**src/core/bca_pkg.sv**
```systemverilog
// Purpose: Shared constants and types for the BCD calendar and alarm core.
// Assumes: 20 MHz system clock, byte-wide register map reached over I2C.
// Notes: All offsets and field positions live here, and every reset value except the status flags', which reset in the core.
package bca_pkg;
	localparam logic [4:0] ADDR_SEC = 5'h00;
	localparam logic [4:0] ADDR_MIN = 5'h01;
	localparam logic [4:0] ADDR_HOUR = 5'h02;
	localparam logic [4:0] ADDR_WDAY = 5'h03;
	localparam logic [4:0] ADDR_DATE = 5'h04;
	localparam logic [4:0] ADDR_MONTH = 5'h05;
	localparam logic [4:0] ADDR_YEAR = 5'h06;
	localparam logic [4:0] ADDR_A1_SEC = 5'h07;
	localparam logic [4:0] ADDR_A1_MIN = 5'h08;
	localparam logic [4:0] ADDR_A1_HOUR = 5'h09;
	localparam logic [4:0] ADDR_A1_DAY = 5'h0A;
	localparam logic [4:0] ADDR_A2_MIN = 5'h0B;
	localparam logic [4:0] ADDR_A2_HOUR = 5'h0C;
	localparam logic [4:0] ADDR_A2_DAY = 5'h0D;
	localparam logic [4:0] ADDR_CTRL = 5'h0E;
	localparam logic [4:0] ADDR_STAT = 5'h0F;
	localparam logic [4:0] ADDR_AGING = 5'h10;
	localparam logic [4:0] ADDR_TEMP_HI = 5'h11;
	localparam logic [4:0] ADDR_TEMP_LO = 5'h12;
	localparam logic [4:0] ADDR_LAST = 5'h12;

	localparam int HOUR_12H_BIT = 6;
	localparam int HOUR_PM_BIT = 5;
	localparam int MONTH_CENTURY_BIT = 7;
	localparam int ALARM_MASK_BIT = 7;
	localparam int ALARM_DYDT_BIT = 6;
	localparam int CTRL_IRQ_OR_SQUARE_SELECT_BIT = 2;
	localparam int CTRL_SECOND_ALARM_IRQ_ENABLE_BIT = 1;
	localparam int CTRL_FIRST_ALARM_IRQ_ENABLE_BIT = 0;
	localparam int STAT_OSF_BIT = 7;
	localparam int STAT_EN32_BIT = 3;
	localparam int STAT_A2F_BIT = 1;
	localparam int STAT_A1F_BIT = 0;

	localparam logic [7:0] MASK_SEC = 8'h7F;
	localparam logic [7:0] MASK_HOUR = 8'h7F;
	localparam logic [7:0] MASK_WDAY = 8'h07;
	localparam logic [7:0] MASK_DATE = 8'h3F;
	localparam logic [7:0] MASK_MONTH = 8'h9F;

	typedef struct packed {
		logic [7:0] sec;
		logic [7:0] min;
		logic [7:0] hour;
		logic [7:0] wday;
		logic [7:0] date;
		logic [7:0] month;
		logic [7:0] year;
	} bca_time_t;

	localparam bca_time_t TIME_RESET = '{sec: 8'h00, min: 8'h00, hour: 8'h00,
		wday: 8'h01, date: 8'h01, month: 8'h01, year: 8'h00};
	localparam logic [7:0] CTRL_RESET = 8'h1C;
	localparam logic [7:0] ALARM_RESET = 8'h00;
	localparam logic [7:0] AGING_RESET = 8'h00;

	typedef enum logic [2:0] {
		ST_IDLE = 3'b000,
		ST_ADDR = 3'b001,
		ST_ACK_ADDR = 3'b010,
		ST_WR = 3'b011,
		ST_ACK_WR = 3'b100,
		ST_RD = 3'b101,
		ST_ACK_RD = 3'b110
	} bca_state_t;

	localparam longint SECOND_NS = 1000000000;
	localparam longint CLK_PERIOD_NS = 50;
	localparam int SUBSEC_CYCLES = int'(SECOND_NS / CLK_PERIOD_NS);
endpackage

```
**src/core/bca_calendar_alarm_regs.sv**
```systemverilog
// Purpose: BCD clock, calendar and two alarms behind an I2C slave register map.
// Assumes: Host is an I2C master; scl and sda arrive asynchronously.
// Notes: Temperature bytes read as zero; no sensor lives in this core.
// What this block does
// - Time and calendar registers hold BCD digits, read and written by byte.
// - Hours bit 6 selects format: one is 12-hour, zero is 24-hour.
// - In 12-hour format hours bit 5 marks afternoon when set.
// - In 24-hour format hours bit 5 is the tens digit two.
// - Century bit in month bit 7 flips when year wraps 99 to 00.
// - Weekday advances at midnight, cycling one through seven.
// - Shadow copy taken on START and pointer wrap; time reads use the shadow, other registers read live.
// - Writing seconds restarts the sub-second counter from zero.
// - A written byte lands in its register at the device's acknowledge.
// - Alarm one uses addresses 07h to 0Ah, alarm two 0Bh to 0Dh.
// - Bit 7 of each alarm byte masks it; unmasked fields must all match.
// - Alarm day byte bit 6 chooses weekday over day of month.
// - Alarm one masks give every second up to full date match.
// - Alarm two has no seconds; all masked fires at 00 seconds.
// - Match sets the flag; output asserts only with enable and select.
// - Alarms are compared only at the once-per-second update.
// - Pointer auto-increments and wraps from 12h to 00h.
// - Month end rolls over for short months and leap February.
`timescale 1ns/1ps
`default_nettype none
module bca_calendar_alarm_regs #(
	parameter logic [6:0] SLAVE_ADDR = 7'h5A, // Arbitrary value.
	parameter int SUBSEC_CYCLES = bca_pkg::SUBSEC_CYCLES
) (
	input wire logic sys_clk,
	input wire logic resetn,
	input wire logic scl_in,
	input wire logic sda_in,
	output logic sda_o,
	output logic sda_oe,
	output logic irq_square_output_n
);
	localparam int SUB_W = $clog2(SUBSEC_CYCLES);

	function automatic logic [8:0] bcd_step(input logic [7:0] v,
		input logic [7:0] last, input logic [7:0] first);
		logic [8:0] r;
		r = {1'b0, v};
		if (v == last) begin
			r = {1'b1, first};
		end else if (v[3:0] == 4'h9) begin
			r = {1'b0, v[7:4] + 4'h1, 4'h0};
		end else begin
			r = {1'b0, v[7:4], v[3:0] + 4'h1};
		end
		return r;
	endfunction

	// Leap test on the BCD year alone; century years are not special.
	function automatic logic [7:0] month_last(input logic [7:0] m,
		input logic [7:0] y);
		logic leap;
		leap = y[4] ? (y[3:0] == 4'h2 || y[3:0] == 4'h6)
			: (y[3:0] == 4'h0 || y[3:0] == 4'h4 || y[3:0] == 4'h8);
		if (m == 8'h02) begin
			return leap ? 8'h29 : 8'h28;
		end else if (m == 8'h04 || m == 8'h06 || m == 8'h09 || m == 8'h11) begin
			return 8'h30;
		end
		return 8'h31;
	endfunction

	function automatic logic [4:0] next_ptr(input logic [4:0] p);
		return (p >= bca_pkg::ADDR_LAST) ? 5'h00 : p + 5'h01;
	endfunction

	function automatic logic day_match(input logic [7:0] a,
		input bca_pkg::bca_time_t t);
		if (a[bca_pkg::ALARM_DYDT_BIT]) begin
			return t.wday[3:0] == a[3:0];
		end
		return t.date[5:0] == a[5:0];
	endfunction

	bca_pkg::bca_time_t live;
	bca_pkg::bca_time_t shadow;
	bca_pkg::bca_time_t next_time;
	bca_pkg::bca_time_t next_live;
	bca_pkg::bca_state_t state;
	logic [7:0] a1_sec, a1_min, a1_hour, a1_day;
	logic [7:0] a2_min, a2_hour, a2_day;
	logic [7:0] ctrl, aging;
	logic osc_halted_flag, en32, a1f, a2f;
	logic [SUB_W-1:0] subsec;
	logic tick, tick_d, square;
	logic scl_s1, scl_s2, scl_q, sda_s1, sda_s2, sda_q;
	logic rise, fall, start, stop;
	logic [2:0] bitcnt;
	logic [7:0] shreg, tx, rd_byte;
	logic got, rnw, expect_ptr, snap;
	logic [4:0] ptr;
	logic wr_pulse;
	logic [4:0] wr_addr;
	logic [7:0] wr_data;
	logic a1_hit, a2_hit, stat_wr;

	// Both pins pass three flops; edge logic compares the second flop with the third.
	always_ff @(posedge sys_clk or negedge resetn) begin
		if (!resetn) begin
			scl_s1 <= 1'b1;
			scl_s2 <= 1'b1;
			scl_q <= 1'b1;
			sda_s1 <= 1'b1;
			sda_s2 <= 1'b1;
			sda_q <= 1'b1;
		end else begin
			scl_s1 <= scl_in;
			scl_s2 <= scl_s1;
			scl_q <= scl_s2;
			sda_s1 <= sda_in;
			sda_s2 <= sda_s1;
			sda_q <= sda_s2;
		end
	end

	assign rise = scl_s2 & ~scl_q;
	assign fall = ~scl_s2 & scl_q;
	assign start = scl_s2 & scl_q & sda_q & ~sda_s2;
	assign stop = scl_s2 & scl_q & ~sda_q & sda_s2;

	always_comb begin
		rd_byte = 8'h00;
		if (ptr == bca_pkg::ADDR_SEC) begin
			rd_byte = shadow.sec;
		end else if (ptr == bca_pkg::ADDR_MIN) begin
			rd_byte = shadow.min;
		end else if (ptr == bca_pkg::ADDR_HOUR) begin
			rd_byte = shadow.hour;
		end else if (ptr == bca_pkg::ADDR_WDAY) begin
			rd_byte = shadow.wday;
		end else if (ptr == bca_pkg::ADDR_DATE) begin
			rd_byte = shadow.date;
		end else if (ptr == bca_pkg::ADDR_MONTH) begin
			rd_byte = shadow.month;
		end else if (ptr == bca_pkg::ADDR_YEAR) begin
			rd_byte = shadow.year;
		end else if (ptr == bca_pkg::ADDR_A1_SEC) begin
			rd_byte = a1_sec;
		end else if (ptr == bca_pkg::ADDR_A1_MIN) begin
			rd_byte = a1_min;
		end else if (ptr == bca_pkg::ADDR_A1_HOUR) begin
			rd_byte = a1_hour;
		end else if (ptr == bca_pkg::ADDR_A1_DAY) begin
			rd_byte = a1_day;
		end else if (ptr == bca_pkg::ADDR_A2_MIN) begin
			rd_byte = a2_min;
		end else if (ptr == bca_pkg::ADDR_A2_HOUR) begin
			rd_byte = a2_hour;
		end else if (ptr == bca_pkg::ADDR_A2_DAY) begin
			rd_byte = a2_day;
		end else if (ptr == bca_pkg::ADDR_CTRL) begin
			rd_byte = ctrl;
		end else if (ptr == bca_pkg::ADDR_STAT) begin
			rd_byte = {osc_halted_flag, 3'b000, en32, 1'b0, a2f, a1f};
		end else if (ptr == bca_pkg::ADDR_AGING) begin
			rd_byte = aging;
		end
	end

	// Slave state machine; no clock stretching, so the host sets the pace.
	always_ff @(posedge sys_clk or negedge resetn) begin
		if (!resetn) begin
			state <= bca_pkg::ST_IDLE;
			bitcnt <= 3'h0;
			shreg <= 8'h00;
			tx <= 8'h00;
			got <= 1'b0;
			rnw <= 1'b0;
			expect_ptr <= 1'b0;
			ptr <= 5'h00;
			sda_oe <= 1'b0;
			snap <= 1'b0;
			wr_pulse <= 1'b0;
			wr_addr <= 5'h00;
			wr_data <= 8'h00;
		end else begin
			wr_pulse <= 1'b0;
			snap <= 1'b0;
			if (start) begin
				state <= bca_pkg::ST_ADDR;
				bitcnt <= 3'h0;
				got <= 1'b0;
				sda_oe <= 1'b0;
				snap <= 1'b1;
			end else if (stop) begin
				state <= bca_pkg::ST_IDLE;
				sda_oe <= 1'b0;
			end else begin
				case (state)
					bca_pkg::ST_ADDR, bca_pkg::ST_WR: begin
						if (rise) begin
							shreg <= {shreg[6:0], sda_s2};
							bitcnt <= bitcnt + 3'h1;
							got <= (bitcnt == 3'h7);
						end else if (fall && got) begin
							got <= 1'b0;
							if (state == bca_pkg::ST_ADDR) begin
								if (shreg[7:1] == SLAVE_ADDR) begin
									sda_oe <= 1'b1;
									rnw <= shreg[0];
									state <= bca_pkg::ST_ACK_ADDR;
								end else begin
									state <= bca_pkg::ST_IDLE;
								end
							end else begin
								sda_oe <= 1'b1;
								state <= bca_pkg::ST_ACK_WR;
								if (expect_ptr) begin
									ptr <= shreg[4:0];
									expect_ptr <= 1'b0;
								end else begin
									wr_pulse <= 1'b1;
									wr_addr <= ptr;
									wr_data <= shreg;
									ptr <= next_ptr(ptr);
									snap <= (next_ptr(ptr) == 5'h00);
								end
							end
						end
					end
					bca_pkg::ST_ACK_ADDR: begin
						if (fall) begin
							if (rnw) begin
								sda_oe <= ~rd_byte[7];
								tx <= {rd_byte[6:0], 1'b0};
								ptr <= next_ptr(ptr);
								snap <= (next_ptr(ptr) == 5'h00);
								state <= bca_pkg::ST_RD;
							end else begin
								sda_oe <= 1'b0;
								expect_ptr <= 1'b1;
								state <= bca_pkg::ST_WR;
							end
						end
					end
					bca_pkg::ST_ACK_WR: begin
						if (fall) begin
							sda_oe <= 1'b0;
							state <= bca_pkg::ST_WR;
						end
					end
					bca_pkg::ST_RD: begin
						if (rise) begin
							bitcnt <= bitcnt + 3'h1;
							got <= (bitcnt == 3'h7);
						end else if (fall) begin
							if (got) begin
								got <= 1'b0;
								sda_oe <= 1'b0;
								state <= bca_pkg::ST_ACK_RD;
							end else begin
								sda_oe <= ~tx[7];
								tx <= {tx[6:0], 1'b0};
							end
						end
					end
					bca_pkg::ST_ACK_RD: begin
						if (rise && sda_s2) begin
							state <= bca_pkg::ST_IDLE;
						end else if (fall) begin
							sda_oe <= ~rd_byte[7];
							tx <= {rd_byte[6:0], 1'b0};
							ptr <= next_ptr(ptr);
							snap <= (next_ptr(ptr) == 5'h00);
							state <= bca_pkg::ST_RD;
						end
					end
					default: begin
						state <= bca_pkg::ST_IDLE;
					end
				endcase
			end
		end
	end

	// The pin only ever pulls low, so the driven level is a constant zero.
	always_ff @(posedge sys_clk or negedge resetn) begin
		if (!resetn) begin
			sda_o <= 1'b0;
		end else begin
			sda_o <= 1'b0;
		end
	end

	always_ff @(posedge sys_clk or negedge resetn) begin
		if (!resetn) begin
			shadow <= bca_pkg::TIME_RESET;
		end else if (snap) begin
			shadow <= live;
		end
	end

	// A seconds write restarts the second, so the tick cannot land mid-setting.
	always_ff @(posedge sys_clk or negedge resetn) begin
		if (!resetn) begin
			subsec <= '0;
			tick <= 1'b0;
			tick_d <= 1'b0;
			square <= 1'b1;
		end else begin
			tick_d <= tick;
			square <= (subsec < SUB_W'(SUBSEC_CYCLES / 2));
			if (wr_pulse && wr_addr == bca_pkg::ADDR_SEC) begin
				subsec <= '0;
				tick <= 1'b0;
			end else if (subsec == SUB_W'(SUBSEC_CYCLES - 1)) begin
				subsec <= '0;
				tick <= 1'b1;
			end else begin
				subsec <= subsec + SUB_W'(1);
				tick <= 1'b0;
			end
		end
	end

	always_comb begin
		logic [8:0] s;
		logic [8:0] m;
		logic [8:0] h;
		logic [8:0] d;
		logic [8:0] mo;
		logic [8:0] y;
		logic midnight;
		h = 9'h000;
		s = bcd_step(live.sec, 8'h59, 8'h00);
		m = bcd_step(live.min, 8'h59, 8'h00);
		d = bcd_step(live.date, month_last(live.month & 8'h1F, live.year), 8'h01);
		mo = bcd_step(live.month & 8'h1F, 8'h12, 8'h01);
		y = bcd_step(live.year, 8'h99, 8'h00);
		midnight = 1'b0;
		next_time = live;
		next_time.sec = s[7:0];
		if (s[8]) begin
			next_time.min = m[7:0];
			if (m[8]) begin
				if (live.hour[bca_pkg::HOUR_12H_BIT]) begin
					h = bcd_step({3'b000, live.hour[4:0]}, 8'h12, 8'h01);
					next_time.hour[4:0] = h[4:0];
					if (live.hour[4:0] == 5'h11) begin
						next_time.hour[bca_pkg::HOUR_PM_BIT] = ~live.hour[bca_pkg::HOUR_PM_BIT];
						midnight = live.hour[bca_pkg::HOUR_PM_BIT];
					end
				end else begin
					h = bcd_step({2'b00, live.hour[5:0]}, 8'h23, 8'h00);
					next_time.hour[5:0] = h[5:0];
					midnight = h[8];
				end
				if (midnight) begin
					next_time.wday = (live.wday == 8'h07) ? 8'h01 : live.wday + 8'h01;
					next_time.date = d[7:0];
					if (d[8]) begin
						next_time.month[4:0] = mo[4:0];
						if (mo[8]) begin
							next_time.year = y[7:0];
							if (y[8]) begin
								next_time.month[bca_pkg::MONTH_CENTURY_BIT] =
									~live.month[bca_pkg::MONTH_CENTURY_BIT];
							end
						end
					end
				end
			end
		end
	end

	// A write in the tick cycle keeps the rest of that second's carry.
	always_comb begin
		next_live = tick ? next_time : live;
		if (wr_pulse) begin
			if (wr_addr == bca_pkg::ADDR_SEC) begin
				next_live.sec = wr_data & bca_pkg::MASK_SEC;
			end else if (wr_addr == bca_pkg::ADDR_MIN) begin
				next_live.min = wr_data & bca_pkg::MASK_SEC;
			end else if (wr_addr == bca_pkg::ADDR_HOUR) begin
				next_live.hour = wr_data & bca_pkg::MASK_HOUR;
			end else if (wr_addr == bca_pkg::ADDR_WDAY) begin
				next_live.wday = wr_data & bca_pkg::MASK_WDAY;
			end else if (wr_addr == bca_pkg::ADDR_DATE) begin
				next_live.date = wr_data & bca_pkg::MASK_DATE;
			end else if (wr_addr == bca_pkg::ADDR_MONTH) begin
				next_live.month = wr_data & bca_pkg::MASK_MONTH;
			end else if (wr_addr == bca_pkg::ADDR_YEAR) begin
				next_live.year = wr_data;
			end
		end
	end

	always_ff @(posedge sys_clk or negedge resetn) begin
		if (!resetn) begin
			live <= bca_pkg::TIME_RESET;
		end else begin
			live <= next_live;
		end
	end

	always_ff @(posedge sys_clk or negedge resetn) begin
		if (!resetn) begin
			a1_sec <= bca_pkg::ALARM_RESET;
			a1_min <= bca_pkg::ALARM_RESET;
			a1_hour <= bca_pkg::ALARM_RESET;
			a1_day <= bca_pkg::ALARM_RESET;
			a2_min <= bca_pkg::ALARM_RESET;
			a2_hour <= bca_pkg::ALARM_RESET;
			a2_day <= bca_pkg::ALARM_RESET;
			ctrl <= bca_pkg::CTRL_RESET;
			aging <= bca_pkg::AGING_RESET;
		end else if (wr_pulse) begin
			if (wr_addr == bca_pkg::ADDR_A1_SEC) begin
				a1_sec <= wr_data;
			end else if (wr_addr == bca_pkg::ADDR_A1_MIN) begin
				a1_min <= wr_data;
			end else if (wr_addr == bca_pkg::ADDR_A1_HOUR) begin
				a1_hour <= wr_data;
			end else if (wr_addr == bca_pkg::ADDR_A1_DAY) begin
				a1_day <= wr_data;
			end else if (wr_addr == bca_pkg::ADDR_A2_MIN) begin
				a2_min <= wr_data;
			end else if (wr_addr == bca_pkg::ADDR_A2_HOUR) begin
				a2_hour <= wr_data;
			end else if (wr_addr == bca_pkg::ADDR_A2_DAY) begin
				a2_day <= wr_data;
			end else if (wr_addr == bca_pkg::ADDR_CTRL) begin
				ctrl <= wr_data;
			end else if (wr_addr == bca_pkg::ADDR_AGING) begin
				aging <= wr_data;
			end
		end
	end

	// Compared one cycle after the tick, against the freshly updated time.
	assign a1_hit = tick_d
		& (a1_sec[bca_pkg::ALARM_MASK_BIT] | live.sec[6:0] == a1_sec[6:0])
		& (a1_min[bca_pkg::ALARM_MASK_BIT] | live.min[6:0] == a1_min[6:0])
		& (a1_hour[bca_pkg::ALARM_MASK_BIT] | live.hour[6:0] == a1_hour[6:0])
		& (a1_day[bca_pkg::ALARM_MASK_BIT] | day_match(a1_day, live));
	assign a2_hit = tick_d
		& (live.sec == 8'h00)
		& (a2_min[bca_pkg::ALARM_MASK_BIT] | live.min[6:0] == a2_min[6:0])
		& (a2_hour[bca_pkg::ALARM_MASK_BIT] | live.hour[6:0] == a2_hour[6:0])
		& (a2_day[bca_pkg::ALARM_MASK_BIT] | day_match(a2_day, live));
	assign stat_wr = wr_pulse && wr_addr == bca_pkg::ADDR_STAT;

	// Writing one to a flag leaves it alone; a match in the clear cycle wins.
	always_ff @(posedge sys_clk or negedge resetn) begin
		if (!resetn) begin
			osc_halted_flag <= 1'b1;
			en32 <= 1'b1;
			a1f <= 1'b0;
			a2f <= 1'b0;
		end else begin
			a1f <= a1_hit | (a1f & ~(stat_wr & ~wr_data[bca_pkg::STAT_A1F_BIT]));
			a2f <= a2_hit | (a2f & ~(stat_wr & ~wr_data[bca_pkg::STAT_A2F_BIT]));
			if (stat_wr) begin
				osc_halted_flag <= osc_halted_flag & wr_data[bca_pkg::STAT_OSF_BIT];
				en32 <= wr_data[bca_pkg::STAT_EN32_BIT];
			end
		end
	end

	always_ff @(posedge sys_clk or negedge resetn) begin
		if (!resetn) begin
			irq_square_output_n <= 1'b1;
		end else if (ctrl[bca_pkg::CTRL_IRQ_OR_SQUARE_SELECT_BIT]) begin
			irq_square_output_n <= ~((a1f & ctrl[bca_pkg::CTRL_FIRST_ALARM_IRQ_ENABLE_BIT])
				| (a2f & ctrl[bca_pkg::CTRL_SECOND_ALARM_IRQ_ENABLE_BIT]));
		end else begin
			irq_square_output_n <= square;
		end
	end
endmodule // bca_calendar_alarm_regs
`default_nettype wire

```
**config.mk**
```make
export PLATFORM = sky130hd
export DESIGN_NAME = bca_calendar_alarm_regs
export DESIGN_NICKNAME = d
export VERILOG_FILES = /design/src/core/bca_pkg.sv /design/src/core/bca_calendar_alarm_regs.sv
export SDC_FILE = /design/constraint.sdc
export NUM_CORES = 1
export LEC_CHECK = 0
export BUFFER_PORTS_ARGS = -buffer_cell sky130_fd_sc_hd__buf_2
export CAP_MARGIN = 20
export CORE_MARGIN = 3
export CORE_UTILIZATION = 55
export DETAILED_ROUTE_END_ITERATION = 16
export PLACE_DENSITY = 0.74
export SYNTH_ARGS = -nofsm -noshare
export SYNTH_HDL_FRONTEND = slang
export SYNTH_SLANG_ARGS = --single-unit
```
**constraint.sdc**
```tcl
create_clock -name sys_clk -period 3 [get_ports sys_clk]
set_clock_uncertainty 0.05 [all_clocks]
set_input_delay 0.3 -clock sys_clk [delete_from_list [all_inputs] [get_ports sys_clk]]
set_output_delay 0.3 -clock sys_clk [all_outputs]
set_load 0.02 [all_outputs]
```
==> results.py <==
metrics = {
    "final_layout": {
        "finalNonFillerCells": 1848,
        "final_util_pct": 62.09,
        "final_common_cell": "dfrtp_1",
        "multiInputGateArea_um2": 7595,
        "fillers": 2137,
        "final-seq-area_um2": 6581,
        "nets": 1524,
        "n_antenna_cell": 0,
        "drive_gt1_share_pct": 20.09,
        "mostFrequentLayoutCells": "dfrtp_1 (242), mux2_2 (150), nor2_1 (142)",
        "areaGrowthSynthToFinish_pct": 10.49,
        "final_area_um2": 16230,
    },
    "synth": {
        "synth_mux_area_share_pct": 12.11,
        "synth_edf_count": 0,
        "synthAdderAreaFrac_pct": 2.556,
        "syn_area_um2": 14690,
        "synthArstFlopShare_pct": 100.0,
        "synth_nets": 1532,
        "synth_top_family_by_area": "simple AND/OR/NAND/NOR gates",
        "syn_area_per_cell_um2": 9.804,
        "synthSimpleGateAreaFrac_pct": 16.54,
        "synth-compound-area-share_pct": 14.52,
        "synth_ff_type": "dfrtp_1",
        "synthCells": 1498,
        "ys_seq_area_share_pct": 44.80,
        "yosysUniqueCellTypes": 89,
        "synth_xor_area_share_pct": 5.844,
        "yosys_warnings": 0,
        "ys_seq_elements": 262,
    },
    "power": {
        "switchingPower_mw": 1.615,
        "power.leakage_nw": 7.466,
        "p_total_mw": 7.457,
        "seqPwrFrac_pct": 47.9,
        "ir_drop_v": 0.0005930,
        "cellInternalPower_mw": 5.842,
        "clkPwrFrac_pct": 50.4,
        "power_density_nw_per_um2": 459.6,
        "p_sw_share_pct": 21.65,
        "combPwrFrac_pct": 1.8,
    },
    "cts": {
        "htreeDepth": 1,
        "cts_tree": "yes",
        "clk_pin_slew_ns": 0.06,
        "insertion_delay_ns": 0.56,
        "cts_buffers": 29,
        "cts-resized-gates": 0,
        "cts_sinks": 262,
        "clockBufferDepth": 3,
        "cts_root_buffer": "clkbuf_16",
    },
    "die": {
        "io_pins": 7,
        "fp.dieH_um": 169.4,
        "fp.dieArea_um2": 28700,
        "fp.coreArea_um2": 26130,
        "initial_utilization_pct": 56.20,
        "rows": 59,
        "die_x_um": 169.4,
    },
    "min_path": {
        "hp-class": "flop to flop",
        "min_from": "sda_s1",
        "min_to": "sda_s2",
        "holdPathStages": 0,
    },
    "route": {
        "drtIter0Drc": 1687,
        "ant_nets": 0,
        "avgViaCountPerCell": 6.523,
        "routed_wirelength_um": 43660,
        "num_vias": 12050,
        "wl_per_cell_um": 23.62,
        "drc": 0,
        "firstDrtPassIters": 7,
    },
    "timing": {
        "fin_ws_ns": 0.2170,
        "slew_viol_final": 0,
        "period_needed_ns": 2.783,
        "rsz0062_at_grt": "false",
        "slew_headroom_pct": 24.53,
        "worstMarginPinSlew_ns": 1.132,
        "setup-tns-final_ns": 0,
        "whs_ns": 0.3080,
        "setup_viol": 0,
        "timing.fmax_mhz": 359.3,
        "post-route-period-util_pct": 92.77,
        "hold_viol_final": 0,
    },
    "placement": {
        "routabilityCongestion": 1.081,
        "io_buffer_count": 5,
        "post-place-cells": 1791,
        "place_area_um2": 15190,
        "hpwlAfterDp_um": 30750,
        "place_ws_ns": 0.2538,
    },
    "job": {
        "maxCapViolations": 0,
    },
    "global_routing": {
        "antenna_found_initial": 0,
        "gr-total-overflow": 0,
        "first_global_vias": 11610,
        "grt_pass1_wl_um": 68190,
        "grt_start_max_net_pins": 109,
        "grt.total_usage_pct": 30.45,
    },
    "worst_setup_path": {
        "required_ns": 3.44,
        "critical_path_peak_fanout": 8,
        "r2r_start": "live[11]",
        "crit_type": "flop to flop",
        "crit_path_start_kind": "flop",
        "r2r_slack_ns": 0.22,
        "r2r-end": "live[17]",
        "reg2reg_depth": 7,
        "cp.arrival_ns": 3.22,
        "critPathCaptureType": "flop",
    },
    "outcome": {
        "status": "completed",
    },
}
## final cells by class
| class | count | area share, % |
|---|---|---|
| Inverter | 38 | 0.8790 |
| Clock inverter | 19 | 1.450 |
| Sequential cell | 262 | 40.56 |
| Multi-Input combinational cell | 1100 | 46.80 |
| Timing Repair Buffer | 59 | 2.992 |
| Clock buffer | 35 | 4.734 |
| Tap cell | 335 | 2.583 |
## power groups by stage
| stage | Combinational (mW) | Clock, mW | Sequential (mW) |
|---|---|---|---|
| final | 0.133 | 3.75 | 3.57 |
| after detailed placement | 0.134 | 0 | 3.63 |
| after floorplan | 0.0417 | 0 | 3.62 |
| after global placement | 0.131 | 0 | 3.63 |
| after CTS | 0.137 | 3.82 | 3.57 |
| after global routing | 0.153 | 3.96 | 3.57 |
## how the worst max path moves through the flow
stage	depth (start not counted)	end	start	slack, ns
global placement	7	live[15]	live[8]	0.28
CTS	7	live[17]	live[11]	0.23
detailed placement	7	live[17]	live[11]	0.25
global route	7	live[17]	live[11]	0.04
floorplan	12	tx[1]	ptr[0]	0.05
finish	7	live[17]	live[11]	0.22
## critical path: stages, from the launching register on
cell	delay (ns)
dfrtp_1	0.44
or4b_4	0.59
a211oi_4	0.25
a21oi_2	0.11
a221oi_4	0.54
nor2_4	0.14
or4_1	0.43
a21oi_1	0.15
## cells in the mapped netlist, types with 24 or more instances
cell type,number,area [µm²]
a21oi_1,101,505.5
clkbuf_1,80,300.3
dfrtp_1,243,6081
ha_1,30,375.4
inv_1,37,138.9
mux2_2,150,1689
nand2_1,128,480.5
nand3_1,35,175.2
nand4_1,24,150.1
nor2_1,142,533.0
nor3_1,27,135.1
o21ai_0,87,435.4
xnor2_1,45,394.1
xor2_1,53,464.2
## registers in the layout, indices dropped and copies added (netlist names), 3 cells and up
signal / flops
ctrl: 8
ptr: 5
wr_addr: 5
state: 3
subsec: 25
shreg: 8
a2_min: 8
shadow: 53
a1_min: 8
a2_hour: 8
a2_day: 8
aging: 8
tx: 7
a1_day: 8
a1_sec: 8
bitcnt: 3
live: 53
wr_data: 8
a1_hour: 8
## kinds of logic (layout without fill, tap and decap cells)
| group | after synthesis | count (layout) |
|---|---|---|
| compound gates | 330 | 330 |
| simple gates | 482 | 482 |
| fa+ha+maj | 30 | 30 |
| xor+xnor | 98 | 98 |
| buf+inv | 136 | 151 |
| mux | 159 | 159 |
| other cells | 1 | 1 |
| flops | 262 | 262 |
## what timing repair did
item / in CTS / in global routing
hold buffers: 3 / 0
buffers inserted: 0 / 0
endpoints found under the setup margin: 0 / 0
endpoints found under the hold margin: 97 / 0
## routing by layer
layer | track usage (%) | routed length, µm | share of wire, % | vias to the layer above
met1 | 43.72 | 18370 | 42 | 5944
li1 | - | - | - | 5356
met3 | 3.937 | 3580 | 8.2 | 135
met2 | 47.60 | 19650 | 45 | 619
met4 | 11.59 | 2057 | 4.7 | 0
met5 | 0 | 0 | 0 | -
(Power assumes the default switching activity.)
